[src/logic/sfh_consts.svh]
// Constants of the serial flash front end: opcodes, status bit positions,
// power-up status value, erase spans and the read underrun filler byte.
// Assumes it is included by bare name wherever a constant is needed.
`ifndef SFH_CONSTS_SVH
`define SFH_CONSTS_SVH

// Opcodes, shifted most significant bit first.
`define SFH_OP_READ 8'h03
`define SFH_OP_FAST_READ 8'h0b
`define SFH_OP_SECTOR_ERASE 8'h20
`define SFH_OP_BLOCK32_ERASE 8'h52
`define SFH_OP_BLOCK64_ERASE 8'hd8
`define SFH_OP_CHIP_ERASE_A 8'h60
`define SFH_OP_CHIP_ERASE_B 8'hc7
`define SFH_OP_BYTE_PROGRAM 8'h02
`define SFH_OP_STREAM_PROGRAM 8'had
`define SFH_OP_STATUS_READ 8'h05
`define SFH_OP_STATUS_ARM 8'h50
`define SFH_OP_STATUS_WRITE 8'h01
`define SFH_OP_WRITE_ARM 8'h06
`define SFH_OP_WRITE_DISARM 8'h04

// Status word bit positions.
`define SFH_BIT_BUSY 0
`define SFH_BIT_WRITE_LATCH 1
`define SFH_BIT_GUARD_LO 2
`define SFH_BIT_GUARD_HI 5
`define SFH_BIT_STREAM 6
`define SFH_BIT_LOCKDOWN 7

// Power-up values of the writable status fields.
`define SFH_GUARD_RESET 4'h7
`define SFH_LOCK_RESET 1'h0

// Erase spans in bytes; zero marks the whole array.
`define SFH_SECTOR_BYTES 17'h01000
`define SFH_BLOCK32_BYTES 17'h08000
`define SFH_BLOCK64_BYTES 17'h10000
`define SFH_CHIP_BYTES 17'h00000

// Filler byte sent when read data is not yet available.
`define SFH_UNDERRUN_BYTE 8'hff

`endif

[src/logic/sfh_pkg.sv]
// Types shared by the serial flash front end modules.
// Assumes the constants header is compiled alongside it.
package sfh_pkg;

  // Phase of the serial command sequence.
  typedef enum logic [2:0] {
    SFH_OPC = 3'b000,
    SFH_ADDR = 3'b001,
    SFH_DUMMY = 3'b010,
    SFH_DIN = 3'b011,
    SFH_DOUT = 3'b100,
    SFH_IGNORE = 3'b101
  } sfh_phase_t;

  // Whole state of the serial core.
  typedef struct packed {
    sfh_phase_t phase;
    logic held;
    logic sck_prev;
    logic sel_prev;
    logic [7:0] sh_in;
    logic [2:0] bitcnt;
    logic [1:0] nbyte;
    logic addr_ok;
    logic [7:0] opcode;
    logic [23:0] addr;
    logic have_wdata;
    logic [7:0] wdata;
    logic [7:0] out_sh;
    logic out_act;
    logic sdo;
    logic sdo_oe;
    logic write_latch;
    logic [3:0] guard;
    logic guard_lockdown;
    logic op_strobe;
    logic [7:0] op_code;
    logic [23:0] op_addr;
    logic [16:0] erase_span;
    logic wr_strobe;
    logic [7:0] wr_byte;
  } sfh_core_t;

endpackage

[src/logic/sfh_pin_sync.sv]
// Three-stage synchroniser for a group of pins; a change is accepted once
// the second and third stages agree.
// Assumes every input is asynchronous to ref_clk.
`timescale 1ns/100ps
module sfh_pin_sync import sfh_pkg::*; #(
  parameter int WIDTH = 5,
  parameter logic [WIDTH-1:0] INIT = '0
) (
  // Clock and reset.
  input wire logic ref_clk,
  input wire logic srst,
  // Raw pins and filtered levels.
  input wire logic [WIDTH-1:0] pin_raw,
  output logic [WIDTH-1:0] pin_val
);

  // State held as one packed struct.
  typedef struct packed {
    logic [WIDTH-1:0] s1;
    logic [WIDTH-1:0] s2;
    logic [WIDTH-1:0] s3;
    logic [WIDTH-1:0] val;
  } sfh_sync_t;

  sfh_sync_t q, d;

  ////////////////////////////////////////////////////////////////////////////
  // The first stage feeds only the second, so a metastable bit never fans out.
  always_comb begin
    d = q;
    d.s1 = pin_raw;
    d.s2 = q.s1;
    d.s3 = q.s2;
    for (int i = 0; i < WIDTH; i++) begin
      if (q.s2[i] == q.s3[i]) begin
        d.val[i] = q.s3[i];
      end
    end
  end

  // Registers of the synchroniser.
  always_ff @(posedge ref_clk) begin
    if (srst) begin
      q <= {INIT, INIT, INIT, INIT};
    end else begin
      q <= d;
    end
  end

  assign pin_val = q.val;

endmodule

[src/logic/sfh_read_buf.sv]
// Small FIFO for read data between the array side and the serial shifter.
// Assumes the drain side takes a word only while out_valid is high.
`timescale 1ns/100ps
module sfh_read_buf import sfh_pkg::*; #(
  parameter int WIDTH = 8,
  parameter int DEPTH = 2
) (
  // Clock and reset.
  input wire logic ref_clk,
  input wire logic srst,
  // Filling side.
  input wire logic [WIDTH-1:0] in_data,
  input wire logic in_valid,
  output logic in_ready,
  // Draining side.
  output logic [WIDTH-1:0] out_data,
  output logic out_valid,
  input wire logic out_ready
);

  localparam int AW = (DEPTH > 1) ? $clog2(DEPTH) : 1;

  // State held as one packed struct.
  typedef struct packed {
    logic [DEPTH-1:0][WIDTH-1:0] mem;
    logic [AW-1:0] wr_ptr;
    logic [AW-1:0] rd_ptr;
    logic [AW:0] count;
    logic full;
  } sfh_buf_t;

  sfh_buf_t q, d;
  logic push;
  logic pop;

  ////////////////////////////////////////////////////////////////////////////
  // Full is registered so the ready seen by the source comes from a flop.
  always_comb begin
    d = q;
    push = in_valid && !q.full;
    pop = out_ready && (q.count != '0);
    if (push) begin
      d.mem[q.wr_ptr] = in_data;
      d.wr_ptr = (q.wr_ptr == AW'(DEPTH - 1)) ? '0 : AW'(q.wr_ptr + 1'b1);
    end
    if (pop) begin
      d.rd_ptr = (q.rd_ptr == AW'(DEPTH - 1)) ? '0 : AW'(q.rd_ptr + 1'b1);
    end
    if (push && !pop) begin
      d.count = (AW + 1)'(q.count + 1'b1);
    end else if (pop && !push) begin
      d.count = (AW + 1)'(q.count - 1'b1);
    end
    d.full = (d.count == (AW + 1)'(DEPTH));
  end

  // Registers of the buffer.
  always_ff @(posedge ref_clk) begin
    if (srst) begin
      q <= '0;
    end else begin
      q <= d;
    end
  end

  assign in_ready = !q.full;
  assign out_valid = (q.count != '0);
  assign out_data = q.mem[q.rd_ptr];

endmodule

[src/logic/sfh_flash_front.sv]
// Serial front end of a flash memory: pin sampling, pause handling, command
// sequencing, the status word and its write protection.
// Assumes an array engine outside that runs program and erase operations,
// reports busy, streaming mode and completion, and supplies read data.
`timescale 1ns/100ps
`include "sfh_consts.svh"
module sfh_flash_front import sfh_pkg::*; #(
  parameter int READ_BUF_DEPTH = 2
) (
  // Clock and reset.
  input wire logic ref_clk,
  input wire logic srst,
  // Serial pins.
  input wire logic sel_n,
  input wire logic sck,
  input wire logic sdi,
  output logic sdo,
  output logic sdo_oe,
  input wire logic pause_n,
  input wire logic wprot_n,
  // Array engine status.
  input wire logic busy_in,
  input wire logic streaming_program_flag,
  input wire logic ready_busy_en,
  input wire logic op_done,
  // Operation request to the array engine.
  output logic op_strobe,
  output logic [7:0] op_code,
  output logic [23:0] op_addr,
  output logic [16:0] erase_span,
  // Program data stream to the array engine.
  output logic wr_strobe,
  output logic [7:0] wr_byte,
  // Read data from the array engine.
  input wire logic [7:0] rd_data,
  input wire logic rd_valid,
  output logic rd_ready,
  // Status word for observation.
  output logic [7:0] flash_state_word
);

  ////////////////////////////////////////////////////////////////////////////
  // Pin synchronisation.

  logic [4:0] pins_s;
  logic sel_n_s;
  logic pause_n_s;
  logic wprot_n_s;
  logic sck_s;
  logic sdi_s;

  // Idle levels: deselected, not paused, unprotected, clock low.
  sfh_pin_sync #(
    .WIDTH(5),
    .INIT(5'h1c)
  ) u_sync (
    .ref_clk(ref_clk),
    .srst(srst),
    .pin_raw({sel_n, pause_n, wprot_n, sck, sdi}),
    .pin_val(pins_s)
  );

  assign sel_n_s = pins_s[4];
  assign pause_n_s = pins_s[3];
  assign wprot_n_s = pins_s[2];
  assign sck_s = pins_s[1];
  assign sdi_s = pins_s[0];

  ////////////////////////////////////////////////////////////////////////////
  // Read data buffer; the shifter drains it one byte per output byte.

  logic [7:0] buf_data;
  logic buf_valid;
  logic buf_pop;

  sfh_read_buf #(
    .WIDTH(8),
    .DEPTH(READ_BUF_DEPTH)
  ) u_rdbuf (
    .ref_clk(ref_clk),
    .srst(srst),
    .in_data(rd_data),
    .in_valid(rd_valid),
    .in_ready(rd_ready),
    .out_data(buf_data),
    .out_valid(buf_valid),
    .out_ready(buf_pop)
  );

  ////////////////////////////////////////////////////////////////////////////
  // Core state.

  sfh_core_t q, d;
  logic sck_rise;
  logic sck_fall;
  logic sel_rise;
  logic [7:0] in_byte;
  logic [7:0] status_now;

  // Decodes opcodes that carry three address bytes.
  function automatic logic has_addr(input logic [7:0] op);
    case (op)
      `SFH_OP_READ, `SFH_OP_FAST_READ, `SFH_OP_SECTOR_ERASE, `SFH_OP_BLOCK32_ERASE,
      `SFH_OP_BLOCK64_ERASE, `SFH_OP_BYTE_PROGRAM, `SFH_OP_STREAM_PROGRAM: has_addr = 1'b1;
      default: has_addr = 1'b0;
    endcase
  endfunction

  // Erase span of an erase opcode; zero for the whole array.
  function automatic logic [16:0] span_of(input logic [7:0] op);
    case (op)
      `SFH_OP_SECTOR_ERASE: span_of = `SFH_SECTOR_BYTES;
      `SFH_OP_BLOCK32_ERASE: span_of = `SFH_BLOCK32_BYTES;
      `SFH_OP_BLOCK64_ERASE: span_of = `SFH_BLOCK64_BYTES;
      default: span_of = `SFH_CHIP_BYTES;
    endcase
  endfunction

  // Status word assembled from latched fields and engine inputs.
  always_comb begin
    status_now = 8'h00;
    status_now[`SFH_BIT_BUSY] = busy_in;
    status_now[`SFH_BIT_WRITE_LATCH] = q.write_latch;
    status_now[`SFH_BIT_GUARD_HI:`SFH_BIT_GUARD_LO] = q.guard;
    status_now[`SFH_BIT_STREAM] = streaming_program_flag;
    status_now[`SFH_BIT_LOCKDOWN] = q.guard_lockdown;
  end

  ////////////////////////////////////////////////////////////////////////////
  // Next-state logic. Edges are taken from the filtered clock level, so the
  // serial clock must stay well below a quarter of ref_clk.
  always_comb begin
    d = q;
    d.op_strobe = 1'b0;
    d.wr_strobe = 1'b0;
    buf_pop = 1'b0;
    sck_rise = sck_s && !q.sck_prev;
    sck_fall = !sck_s && q.sck_prev;
    sel_rise = sel_n_s && !q.sel_prev;
    in_byte = {q.sh_in[6:0], sdi_s};
    d.sck_prev = sck_s;
    d.sel_prev = sel_n_s;

    // While selected, pause state only changes with the clock low; when deselected it can
    // only be left by raising the pause pin.
    if (sel_n_s) begin
      d.held = q.held && !pause_n_s;
    end else if (!sck_s) begin
      d.held = !pause_n_s;
    end

    // Engine completion clears the latch; an arm command below overrides it.
    if (op_done) begin
      d.write_latch = 1'b0;
    end

    if (sel_n_s) begin
      // Deselect ends the command; a deselect while paused only resets.
      if (sel_rise && !q.held && q.bitcnt == 3'h0) begin
        case (q.opcode)
          `SFH_OP_WRITE_ARM, `SFH_OP_STATUS_ARM: begin
            d.write_latch = 1'b1;
          end
          `SFH_OP_WRITE_DISARM: begin
            d.write_latch = 1'b0;
          end
          `SFH_OP_STATUS_WRITE: begin
            if (q.have_wdata && q.write_latch) begin
              if (wprot_n_s || !q.guard_lockdown) begin
                d.guard = q.wdata[`SFH_BIT_GUARD_HI:`SFH_BIT_GUARD_LO];
                d.guard_lockdown = q.wdata[`SFH_BIT_LOCKDOWN];
              end
              d.write_latch = 1'b0;
            end
          end
          `SFH_OP_SECTOR_ERASE, `SFH_OP_BLOCK32_ERASE, `SFH_OP_BLOCK64_ERASE,
          `SFH_OP_BYTE_PROGRAM, `SFH_OP_STREAM_PROGRAM: begin
            if (q.addr_ok && q.write_latch) begin
              d.op_strobe = 1'b1;
              d.op_code = q.opcode;
              d.op_addr = q.addr;
              d.erase_span = span_of(q.opcode);
            end
          end
          `SFH_OP_CHIP_ERASE_A, `SFH_OP_CHIP_ERASE_B: begin
            // Whole-array erase is refused while any region is guarded.
            if (q.write_latch && q.guard == 4'h0) begin
              d.op_strobe = 1'b1;
              d.op_code = q.opcode;
              d.op_addr = 24'h000000;
              d.erase_span = `SFH_CHIP_BYTES;
            end
          end
          default: begin
          end
        endcase
      end
      // Serial logic returns to standby; the output may report ready/busy.
      d.phase = SFH_OPC;
      d.bitcnt = 3'h0;
      d.nbyte = 2'h0;
      d.addr_ok = 1'b0;
      d.have_wdata = 1'b0;
      d.opcode = 8'h00;
      d.out_act = 1'b0;
      d.sdo_oe = ready_busy_en && streaming_program_flag;
      d.sdo = !busy_in;
    end else if (q.held) begin
      // Paused: output released, clock and data levels disregarded. On leaving
      // the pause a read drives again the bit it showed before, because the
      // host may sample before any further falling edge comes.
      d.sdo_oe = !d.held && q.out_act;
    end else if (sck_rise) begin
      // Input bits are taken on the rising edge in either clock mode.
      d.sh_in = in_byte;
      d.bitcnt = 3'(q.bitcnt + 3'h1);
      if (q.bitcnt == 3'h7) begin
        case (q.phase)
          SFH_OPC: begin
            // While the engine is busy only status reads are honoured.
            if (busy_in && in_byte != `SFH_OP_STATUS_READ) begin
              d.phase = SFH_IGNORE;
            end else begin
              d.opcode = in_byte;
              if (has_addr(in_byte)) begin
                d.phase = SFH_ADDR;
              end else if (in_byte == `SFH_OP_STATUS_READ) begin
                d.phase = SFH_DOUT;
                d.out_sh = status_now;
                d.out_act = 1'b1;
              end else if (in_byte == `SFH_OP_STATUS_WRITE) begin
                d.phase = SFH_DIN;
              end else begin
                d.phase = SFH_IGNORE;
              end
            end
          end
          SFH_ADDR: begin
            d.addr = {q.addr[15:0], in_byte};
            d.nbyte = 2'(q.nbyte + 2'h1);
            if (q.nbyte == 2'h2) begin
              d.addr_ok = 1'b1;
              if (q.opcode == `SFH_OP_READ) begin
                d.phase = SFH_DOUT;
                d.out_act = 1'b1;
                buf_pop = buf_valid;
                d.out_sh = buf_valid ? buf_data : `SFH_UNDERRUN_BYTE;
              end else if (q.opcode == `SFH_OP_FAST_READ) begin
                d.phase = SFH_DUMMY;
              end else if (q.opcode == `SFH_OP_BYTE_PROGRAM || q.opcode == `SFH_OP_STREAM_PROGRAM) begin
                d.phase = SFH_DIN;
              end else begin
                d.phase = SFH_IGNORE;
              end
            end
          end
          SFH_DUMMY: begin
            d.phase = SFH_DOUT;
            d.out_act = 1'b1;
            buf_pop = buf_valid;
            d.out_sh = buf_valid ? buf_data : `SFH_UNDERRUN_BYTE;
          end
          SFH_DIN: begin
            // Status data is kept for the deselect; program data streams out.
            d.have_wdata = 1'b1;
            d.wdata = in_byte;
            if (q.opcode != `SFH_OP_STATUS_WRITE) begin
              d.wr_strobe = 1'b1;
              d.wr_byte = in_byte;
            end
          end
          SFH_DOUT: begin
            // Next output byte is loaded ahead of its first falling edge.
            if (q.opcode == `SFH_OP_STATUS_READ) begin
              d.out_sh = status_now;
            end else begin
              buf_pop = buf_valid;
              d.out_sh = buf_valid ? buf_data : `SFH_UNDERRUN_BYTE;
            end
          end
          default: begin
          end
        endcase
      end
    end else if (sck_fall && q.out_act) begin
      // Output bits change after the falling edge, most significant first.
      d.sdo = q.out_sh[7];
      d.out_sh = {q.out_sh[6:0], 1'b0};
      d.sdo_oe = 1'b1;
    end
  end

  ////////////////////////////////////////////////////////////////////////////
  // State register with power-up values of the status fields.
  always_ff @(posedge ref_clk) begin
    if (srst) begin
      q <= '0;
      q.phase <= SFH_OPC;
      q.sck_prev <= 1'b0;
      q.sel_prev <= 1'b1;
      q.write_latch <= 1'b0;
      q.guard <= `SFH_GUARD_RESET;
      q.guard_lockdown <= `SFH_LOCK_RESET;
      q.sdo <= 1'b1;
    end else begin
      q <= d;
    end
  end

  // Status word register so the observation port comes from a flop.
  logic [7:0] state_word_q;

  always_ff @(posedge ref_clk) begin
    if (srst) begin
      state_word_q <= {`SFH_LOCK_RESET, 1'b0, `SFH_GUARD_RESET, 2'b00};
    end else begin
      state_word_q <= status_now;
    end
  end

  // Outputs straight from the state register and the status word register.
  assign sdo = q.sdo;
  assign sdo_oe = q.sdo_oe;
  assign op_strobe = q.op_strobe;
  assign op_code = q.op_code;
  assign op_addr = q.op_addr;
  assign erase_span = q.erase_span;
  assign wr_strobe = q.wr_strobe;
  assign wr_byte = q.wr_byte;
  assign flash_state_word = state_word_q;

endmodule

[config.mk]
export PLATFORM = sky130hd
export DESIGN_NAME = sfh_flash_front
export DESIGN_NICKNAME = d
export VERILOG_FILES = /design/src/logic/sfh_pkg.sv /design/src/logic/sfh_pin_sync.sv /design/src/logic/sfh_read_buf.sv /design/src/logic/sfh_flash_front.sv
export VERILOG_INCLUDE_DIRS = /design/src /design/src/logic
export SDC_FILE = /design/constraint.sdc
export NUM_CORES = 1
export LEC_CHECK = 0
export BUFFER_PORTS_ARGS = -buffer_cell sky130_fd_sc_hd__buf_2
export CORE_MARGIN = 5
export CORE_UTILIZATION = 30
export DETAILED_ROUTE_END_ITERATION = 16
export HOLD_SLACK_MARGIN = 0.12
export PLACE_DENSITY_LB_ADDON = 0.08
export SLEW_MARGIN = 5
export SYNTH_ARGS = -nofsm -noshare
export SYNTH_HDL_FRONTEND = slang
export SYNTH_HIERARCHICAL = 1
export SYNTH_SLANG_ARGS = --single-unit
[constraint.sdc]
create_clock -name ref_clk -period 3.6 [get_ports ref_clk]
set_clock_uncertainty 0.1 [all_clocks]
set_input_delay 0.54 -clock ref_clk [delete_from_list [all_inputs] [get_ports ref_clk]]
set_output_delay 0.54 -clock ref_clk [all_outputs]
set_load 0.005 [all_outputs]
==> flow_summary_export.csv, run 1 <==
group,metric,value,unit
setup_path,critical_path_arrival,3.23,ns
global_routing,grt_pass1_vias,5535,
clocking,ctsResizeCount,0,
timing,timing.final.hold_violations,0,
finish,fin_cells,1212,
floorplan,dieArea,29390,um2
timing,slew_headroom,37.36,%
pwr,ir_drop,208.4,uV
placement,finalWeightedCongestion,0.7657,
routing,vias,5596,
placement,dp_cells,1180,
finish,diodes,0,
timing,finalSetupViolations,0,
timing,clock.fmax,0.3320,GHz
floorplan,initial_core_util,30.26,%
synth,postSynthAreaPerCell,8.975,um2
synth,synth_top_area_share,43.02,%
synth,synth_cells,871,
routing,drc,0,
synth,synth_edf_count,0,
placement,portBuffers,75,
pwr,cellPowerDensity,460.1,nW/um2
global_routing,antenna_found_initial,0,
setup_path,crit_type,"flop to flop",
clocking,htreeDepth,4,
synth,synth_seq_cells,168,
synth,synth_most_common_cell,"dfxtp_1",
clocking,clockBufferDepth,2,
routing,drtIter0Drc,320,
synth,ys_warn_count,6,
finish,area_growth,9.459,%
timing,grt_setup_unrepaired,"false",
floorplan,core.rowCount,59,
timing,worst_pin_slew,0.9396,ns
clocking,cts_inserted_buffers,17,
global_routing,grt_pass1_wl,31690,um
clocking,clk_pin_slew_worst_paths,0.07,ns
synth,synth_area,7817,um2
floorplan,die_y,171.4,um
timing,slew_violations,0,
pwr,leakagePower,3.270,nW
floorplan,die_x,171.4,um
clocking,clockRootBuffer,"clkbuf_16",
timing,period_minus_slack,3.012,ns
finish,layout-drive-gt1-share,17.33,%
setup_path,end_kind,"flop",
synth,synthTopCellsByArea,"dfxtp_1, mux2i_1, buf_4",
clocking,clk_latency,0.44,ns
placement,hpwlAfterDp,12830,um
synth,synth_seq_area_share,43.02,%
run,drv_cap,0,
routing,detail_route.wl_per_cell,16.07,um
hold_path,hold_class,"input pin to flop",
floorplan,coreArea,25840,um2
clocking,clock-sinks,168,
global_routing,grt_max_degree,86,
setup_path,cp_max_fo,12,
routing,viasPerCell,4.617,
timing,tns,0,ns
clocking,ctsHoldBuffers,0,
synth,async_flop_share,0,%
global_routing,gr-usage-all-layers,13.56,%
routing,drtPass1Iterations,4,
routing,ant_nets,0,
finish,nets,889,
setup_path,critPathLaunchType,"flop",
timing,min_period_over_period,83.67,%
global_routing,grt_overflow_total,0,
clocking,postCtsSetupRepairBufs,0,
status,status,"complete, no violations",
synth,yosys-top-cells-count,"dfxtp_1, nand2_1, nor2_1, mux2i_1, nand2b_1",
clocking,cts_tree,"done",
floorplan,pin_count,90,
routing,wirelength,19480,um
setup_path,required,3.82,ns
synth,yosysTopAreaCell,"dfxtp_1",
synth,synth_ff_type,"dfxtp_1",
synth,synth_cell_types,76,
cell usage in the layout (no fill, tap or decap), types with 4 or more instances in the layout:
cell type	count
a31oi_1	7
nor2b_1	16
o21ai_0	14
buf_2	74
ha_1	5
mux2i_1	67
a222oi_1	6
conb_1	14
inv_1	13
nand2b_1	67
nand2_1	84
clkinv_8	6
a211oi_1	7
or2_1	9
o21bai_1	4
buf_4	8
clkbuf_16	17
xnor2_1	5
nor2_1	72
mux2_2	11
a21oi_1	65
inv_6	4
or2_2	5
nor3_1	11
nand3b_1	9
nand3_1	31
nor4_1	5
dfxtp_1	168
cell type report:
class / instances / area, um2
clock buffers: 17 / 425.4
well taps: 335 / 419.2
multi-input cells: 580 / 3650
clock inverters: 15 / 180.2
flip-flops and latches: 168 / 3363
fillers: 2766 / 17280
repair buffers: 84 / 470.5
inverters: 13 / 48.80
metrics by stage:
step,hold slack (ns),worst slack (ns),area (um2),utilization (%),power [mW]
final,0.1806,0.5880,8557,33.12,3.937
after global routing,0.1653,0.4327,8557,33.12,4.124
after CTS,0.1636,0.5983,8557,33.12,4.013
after detailed placement,0.2893,0.6236,7951,30.77,2.130
after global placement,0.2890,0.6798,7951,30.77,2.132
after floorplan,0.2832,1.209,7866,-,2.085
report_power, final:
part	leakage (nW)	switching, mW	internal [mW]	total (mW)
logic	1.62	0.102	0.0728	0.175
registers	1.36	0.0212	1.89	1.91
clock network	0.289	0.916	0.939	1.85
total	3.27	1.04	2.90	3.94
flip-flops by register name, summed over array words and instances, names as in the netlist:
signal            cells
u_sync/pin_val        5
u_rdbuf/q            21
q                    65
flash_state_word      8
op_code               8
op_addr              24
u_sync/d             10
erase_span            3
op_strobe             1
wr_strobe             1
wr_byte               8
sdo_oe                1
u_sync/q              5
sdo                   1
in_byte               7
layer usage:
layer	part of all wire, %	vias to the layer above	track usage, %
met5	0	-	0
met4	0.87	0	3.617
met3	3.6	12	2.459
met2	43	91	20.16
met1	52	2612	20.16
li1	-	2881	-
final timing paths:
check / endpoint / slack [ns] / start / cells after the start
min reg2reg: u_sync/d[9] / 0.31 / u_sync/d[14] / 1
max: u_rdbuf/q[1] / 0.59 / q[136] / 7
min: u_sync/d[14] / 0.18 / sel_n / 2
max reg2reg: u_rdbuf/q[1] / 0.59 / q[136] / 7
worst max-delay path, stage by stage, from the launching register on:
cell	delay (ns)
dfxtp_1	0.56
or3b_2	0.49
a31oi_1	0.37
o21bai_1	0.17
and4_1	0.20
nor2b_1	0.44
xnor2_1	0.21
mux2_2	0.36
kinds of logic (layout without fill, tap and decap cells):
family | Yosys count | after routing | synth area share [%]
fa+ha+maj | 7 | 7 | 1.072
compound gates | 132 | 132 | 11.16
flops | 168 | 168 | 43.02
other cells | 1 | 14 | 0.04797
simple gates | 342 | 342 | 22.82
xor+xnor | 7 | 7 | 0.7843
buf+inv | 136 | 129 | 10.93
mux | 78 | 78 | 10.16
(Power assumes the default switching activity.)
==> run 2, diff against run 1 <==
- ABC_AREA: default -> 1
- clock period: 3.6 -> 2.7 ns (I/O delays scaled with it)
==> run 2 against run 1 <==
Combinational power grew 23%. Clock power grew 30%. Power grew 31%. Sequential share of layout area shrank 1.0 points. Wire length grew 6.4%. Highest routed layer unchanged. Largest cell class is now sequential cells. Largest power group unchanged. Die area shrank 0.48%.
==> flow_summary_export.csv, run 2 <==
group,metric,value,unit
status,status,"complete, no violations",
timing,worst_pin_slew,0.5873,ns
hold_path,min_to,"sdo_oe",
floorplan,die_x,171.0,um
pwr,leakagePower,3.902,nW
clocking,clock-sinks,168,
setup_path,crit_path_max_incr_delay,0.34,ns
clocking,clockRootBuffer,"clkbuf_16",
finish,fin_util,34.09,%
timing,timing.final.hold_violations,0,
routing,wl_met1,9862,um
setup_path,reg2reg_depth,13,
routing,wl_met3,862,um
finish,fin_cells,1484,
setup_path,required,2.97,ns
synth,async_flop_share,0,%
timing,clock.fmax,0.4190,GHz
global_routing,antenna_found_initial,0,
routing,wirelength,20720,um
global_routing,grt_overflow_total,0,
floorplan,dieArea,29240,um2
synth,synth_top_area_share,43.24,%
setup_path,critical_path_arrival,2.66,ns
pwr,ir_drop,378.3,uV
timing,tns,0,ns
finish,largest_register_ffs,65,
clocking,htreeDepth,4,
synth,synth_area,7777,um2
finish,layout-drive-gt1-share,15.75,%
floorplan,pin_count,90,
timing,finalSetupViolations,0,
placement,finalWeightedCongestion,0.8802,
run,drv_cap,0,
setup_path,critPathLaunchType,"flop",
setup_path,rrSetupSlack,0.31,ns
clocking,clk_latency,0.43,ns
pwr,intPower,3.836,mW
hold_path,whs_path_depth,3,
routing,vias,6513,
placement,portBuffers,75,
finish,final_area,8783,um2
clocking,postCtsSetupRepairBufs,0,
synth,synth_seq_area_share,43.24,%
synth,synth_cell_types,36,
synth,synth_ff_type,"dfxtp_1",
synth,synth_edf_count,0,
placement,dpl-instance-area,8060,um2
pwr,comb_power_share,4.2,%
synth,synth_cells,1103,
pwr,clkPwrFrac,46.7,%
synth,yosysTopAreaCell,"dfxtp_1",
routing,viasPerCell,4.389,
pwr,pwr-share-seq,49.1,%
finish,area_growth,12.93,%
global_routing,gr-usage-all-layers,14.37,%
synth,ys_warn_count,6,
routing,detail_route.wl_per_cell,13.96,um
finish,top_register,"q",
finish,fill_cells,2853,
routing,drtPass1Iterations,5,
finish,mostFrequentLayoutCells,"nand2_1, nor2_1, dfxtp_1",
timing,slew_violations,0,
routing,drtIter0Drc,354,
clocking,ctsHoldBuffers,14,
finish,nets,1161,
synth,postSynthAreaPerCell,7.051,um2
timing,slew_headroom,60.81,%
clocking,cts_inserted_buffers,17,
clocking,clk_pin_slew_worst_paths,0.08,ns
hold_path,hold_start,"ready_busy_en",
placement,dp_cells,1438,
setup_path,crit_type,"flop to flop",
setup_path,reg2reg_to,"u_rdbuf/q[0]",
timing,period_minus_slack,2.387,ns
routing,topRoutingLayerUsed,"met4",
synth,synth_seq_cells,168,
setup_path,path_cells,"inv_1 -> nand3_1 -> nand2_1 -> inv_1 -> nand2_1 -> nand3_1 -> a31oi_1 -> inv_1 -> nor2_1 -> nand2_1 -> nand3_1 -> nand3_1 -> nor2_1",
setup_path,crit_start,"q[136]",
setup_path,end_kind,"flop",
synth,yosys-top-cells-count,"nand2_1, nor2_1, dfxtp_1, inv_1, o21ai_0",
pwr,cellPowerDensity,586.7,nW/um2
hold_path,hold_class,"input pin to flop",
routing,route.met2.wl,9651,um
setup_path,regToRegStartpoint,"q[136]",
setup_path,slowest_stage,"dfxtp_1",
clocking,clockBufferDepth,2,
floorplan,initial_core_util,30.19,%
floorplan,die_y,171.0,um
timing,min_period_over_period,88.39,%
clocking,cts_tree,"done",
finish,diodes,0,
timing,grt_setup_unrepaired,"false",
placement,hpwlAfterDp,15130,um
global_routing,grt_pass1_wl,33510,um
clocking,ctsResizeCount,0,
finish,final_common_cell,"nand2_1",
routing,ant_nets,0,
global_routing,grt_max_degree,66,
floorplan,coreArea,25760,um2
pwr,p_switching,1.318,mW
routing,drc,0,
synth,synthTopCellsByArea,"dfxtp_1, nand2_1, nor2_1",
global_routing,grt_pass1_vias,6356,
setup_path,cp_max_fo,11,
pwr,switching_share,25.57,%
synth,synth_most_common_cell,"nand2_1",
setup_path,cpMostUsedCell,"nand3_1",
floorplan,core.rowCount,59,
==> run 2: worst max-delay path: cells and delay by family (launching register included) <==
family,cells,cell delay [ns]
AOI/OAI and AO/OA,1,0.26
and+or+nand+nor,9,1.28
buffers and inverters,3,0.34
DFF,1,0.34
==> run 2: area by class of cell <==
type	instances	area, um2	area share, %
Sequential cell	168	3363	38.29
Multi-Input combinational cell	733	3341	38.03
Timing Repair Buffer	105	660.6	7.521
Clock buffer	17	425.4	4.843
Tap cell	335	419.2	4.772
Inverter	111	416.7	4.744
Clock inverter	15	157.7	1.795
==> run 2: power groups by stage <==
stage	logic (mW)	clock network (mW)	registers, mW
floorplan	0.157	0	2.58
detailed placement	0.205	0	2.59
global route	0.248	2.60	2.53
finish	0.215	2.41	2.53
CTS	0.220	2.50	2.53
global placement	0.204	0	2.59
==> run 2: worst max path at each step <==
stage | endpoint | slack [ns] | cells past startpoint
global placement | u_rdbuf/q[0] | 0.34 | 14
CTS | u_rdbuf/q[0] | 0.31 | 13
global route | u_rdbuf/q[0] | 0.07 | 14
detailed placement | u_rdbuf/q[0] | 0.33 | 13
floorplan | u_rdbuf/q[0] | 0.73 | 15
finish | u_rdbuf/q[0] | 0.31 | 13
==> run 2: metal layers <==
metal,global-route usage [%],vias to the layer above
met4,4.237,0
li1,-,3486
met2,23.77,135
met3,2.796,19
met5,0,-
met1,19.09,2873
==> run 2: metrics by stage <==
step	power (mW)	hold slack [ns]	setup slack, ns
after floorplan	2.741	0.2855	0.7270
after global placement	2.792	0.2923	0.3383
after detailed placement	2.792	0.2945	0.3298
after CTS	5.248	0.1834	0.3144
after global routing	5.378	0.1954	0.07134
final	5.153	0.2008	0.3135
==> run 2: cell families (layout without fill, tap and decap cells) <==
kind of cell	count (synthesis)	after routing	synth area share [%]
AOI/OAI and AO/OA	169	169	11.41
xor gates and xnor gates	1	1	0.1126
adders and majority gates	5	5	0.8044
buffers and inverters	215	248	14.49
DFF	168	168	43.24
other	1	14	0.04822
and+or+nand+nor	544	544	29.89
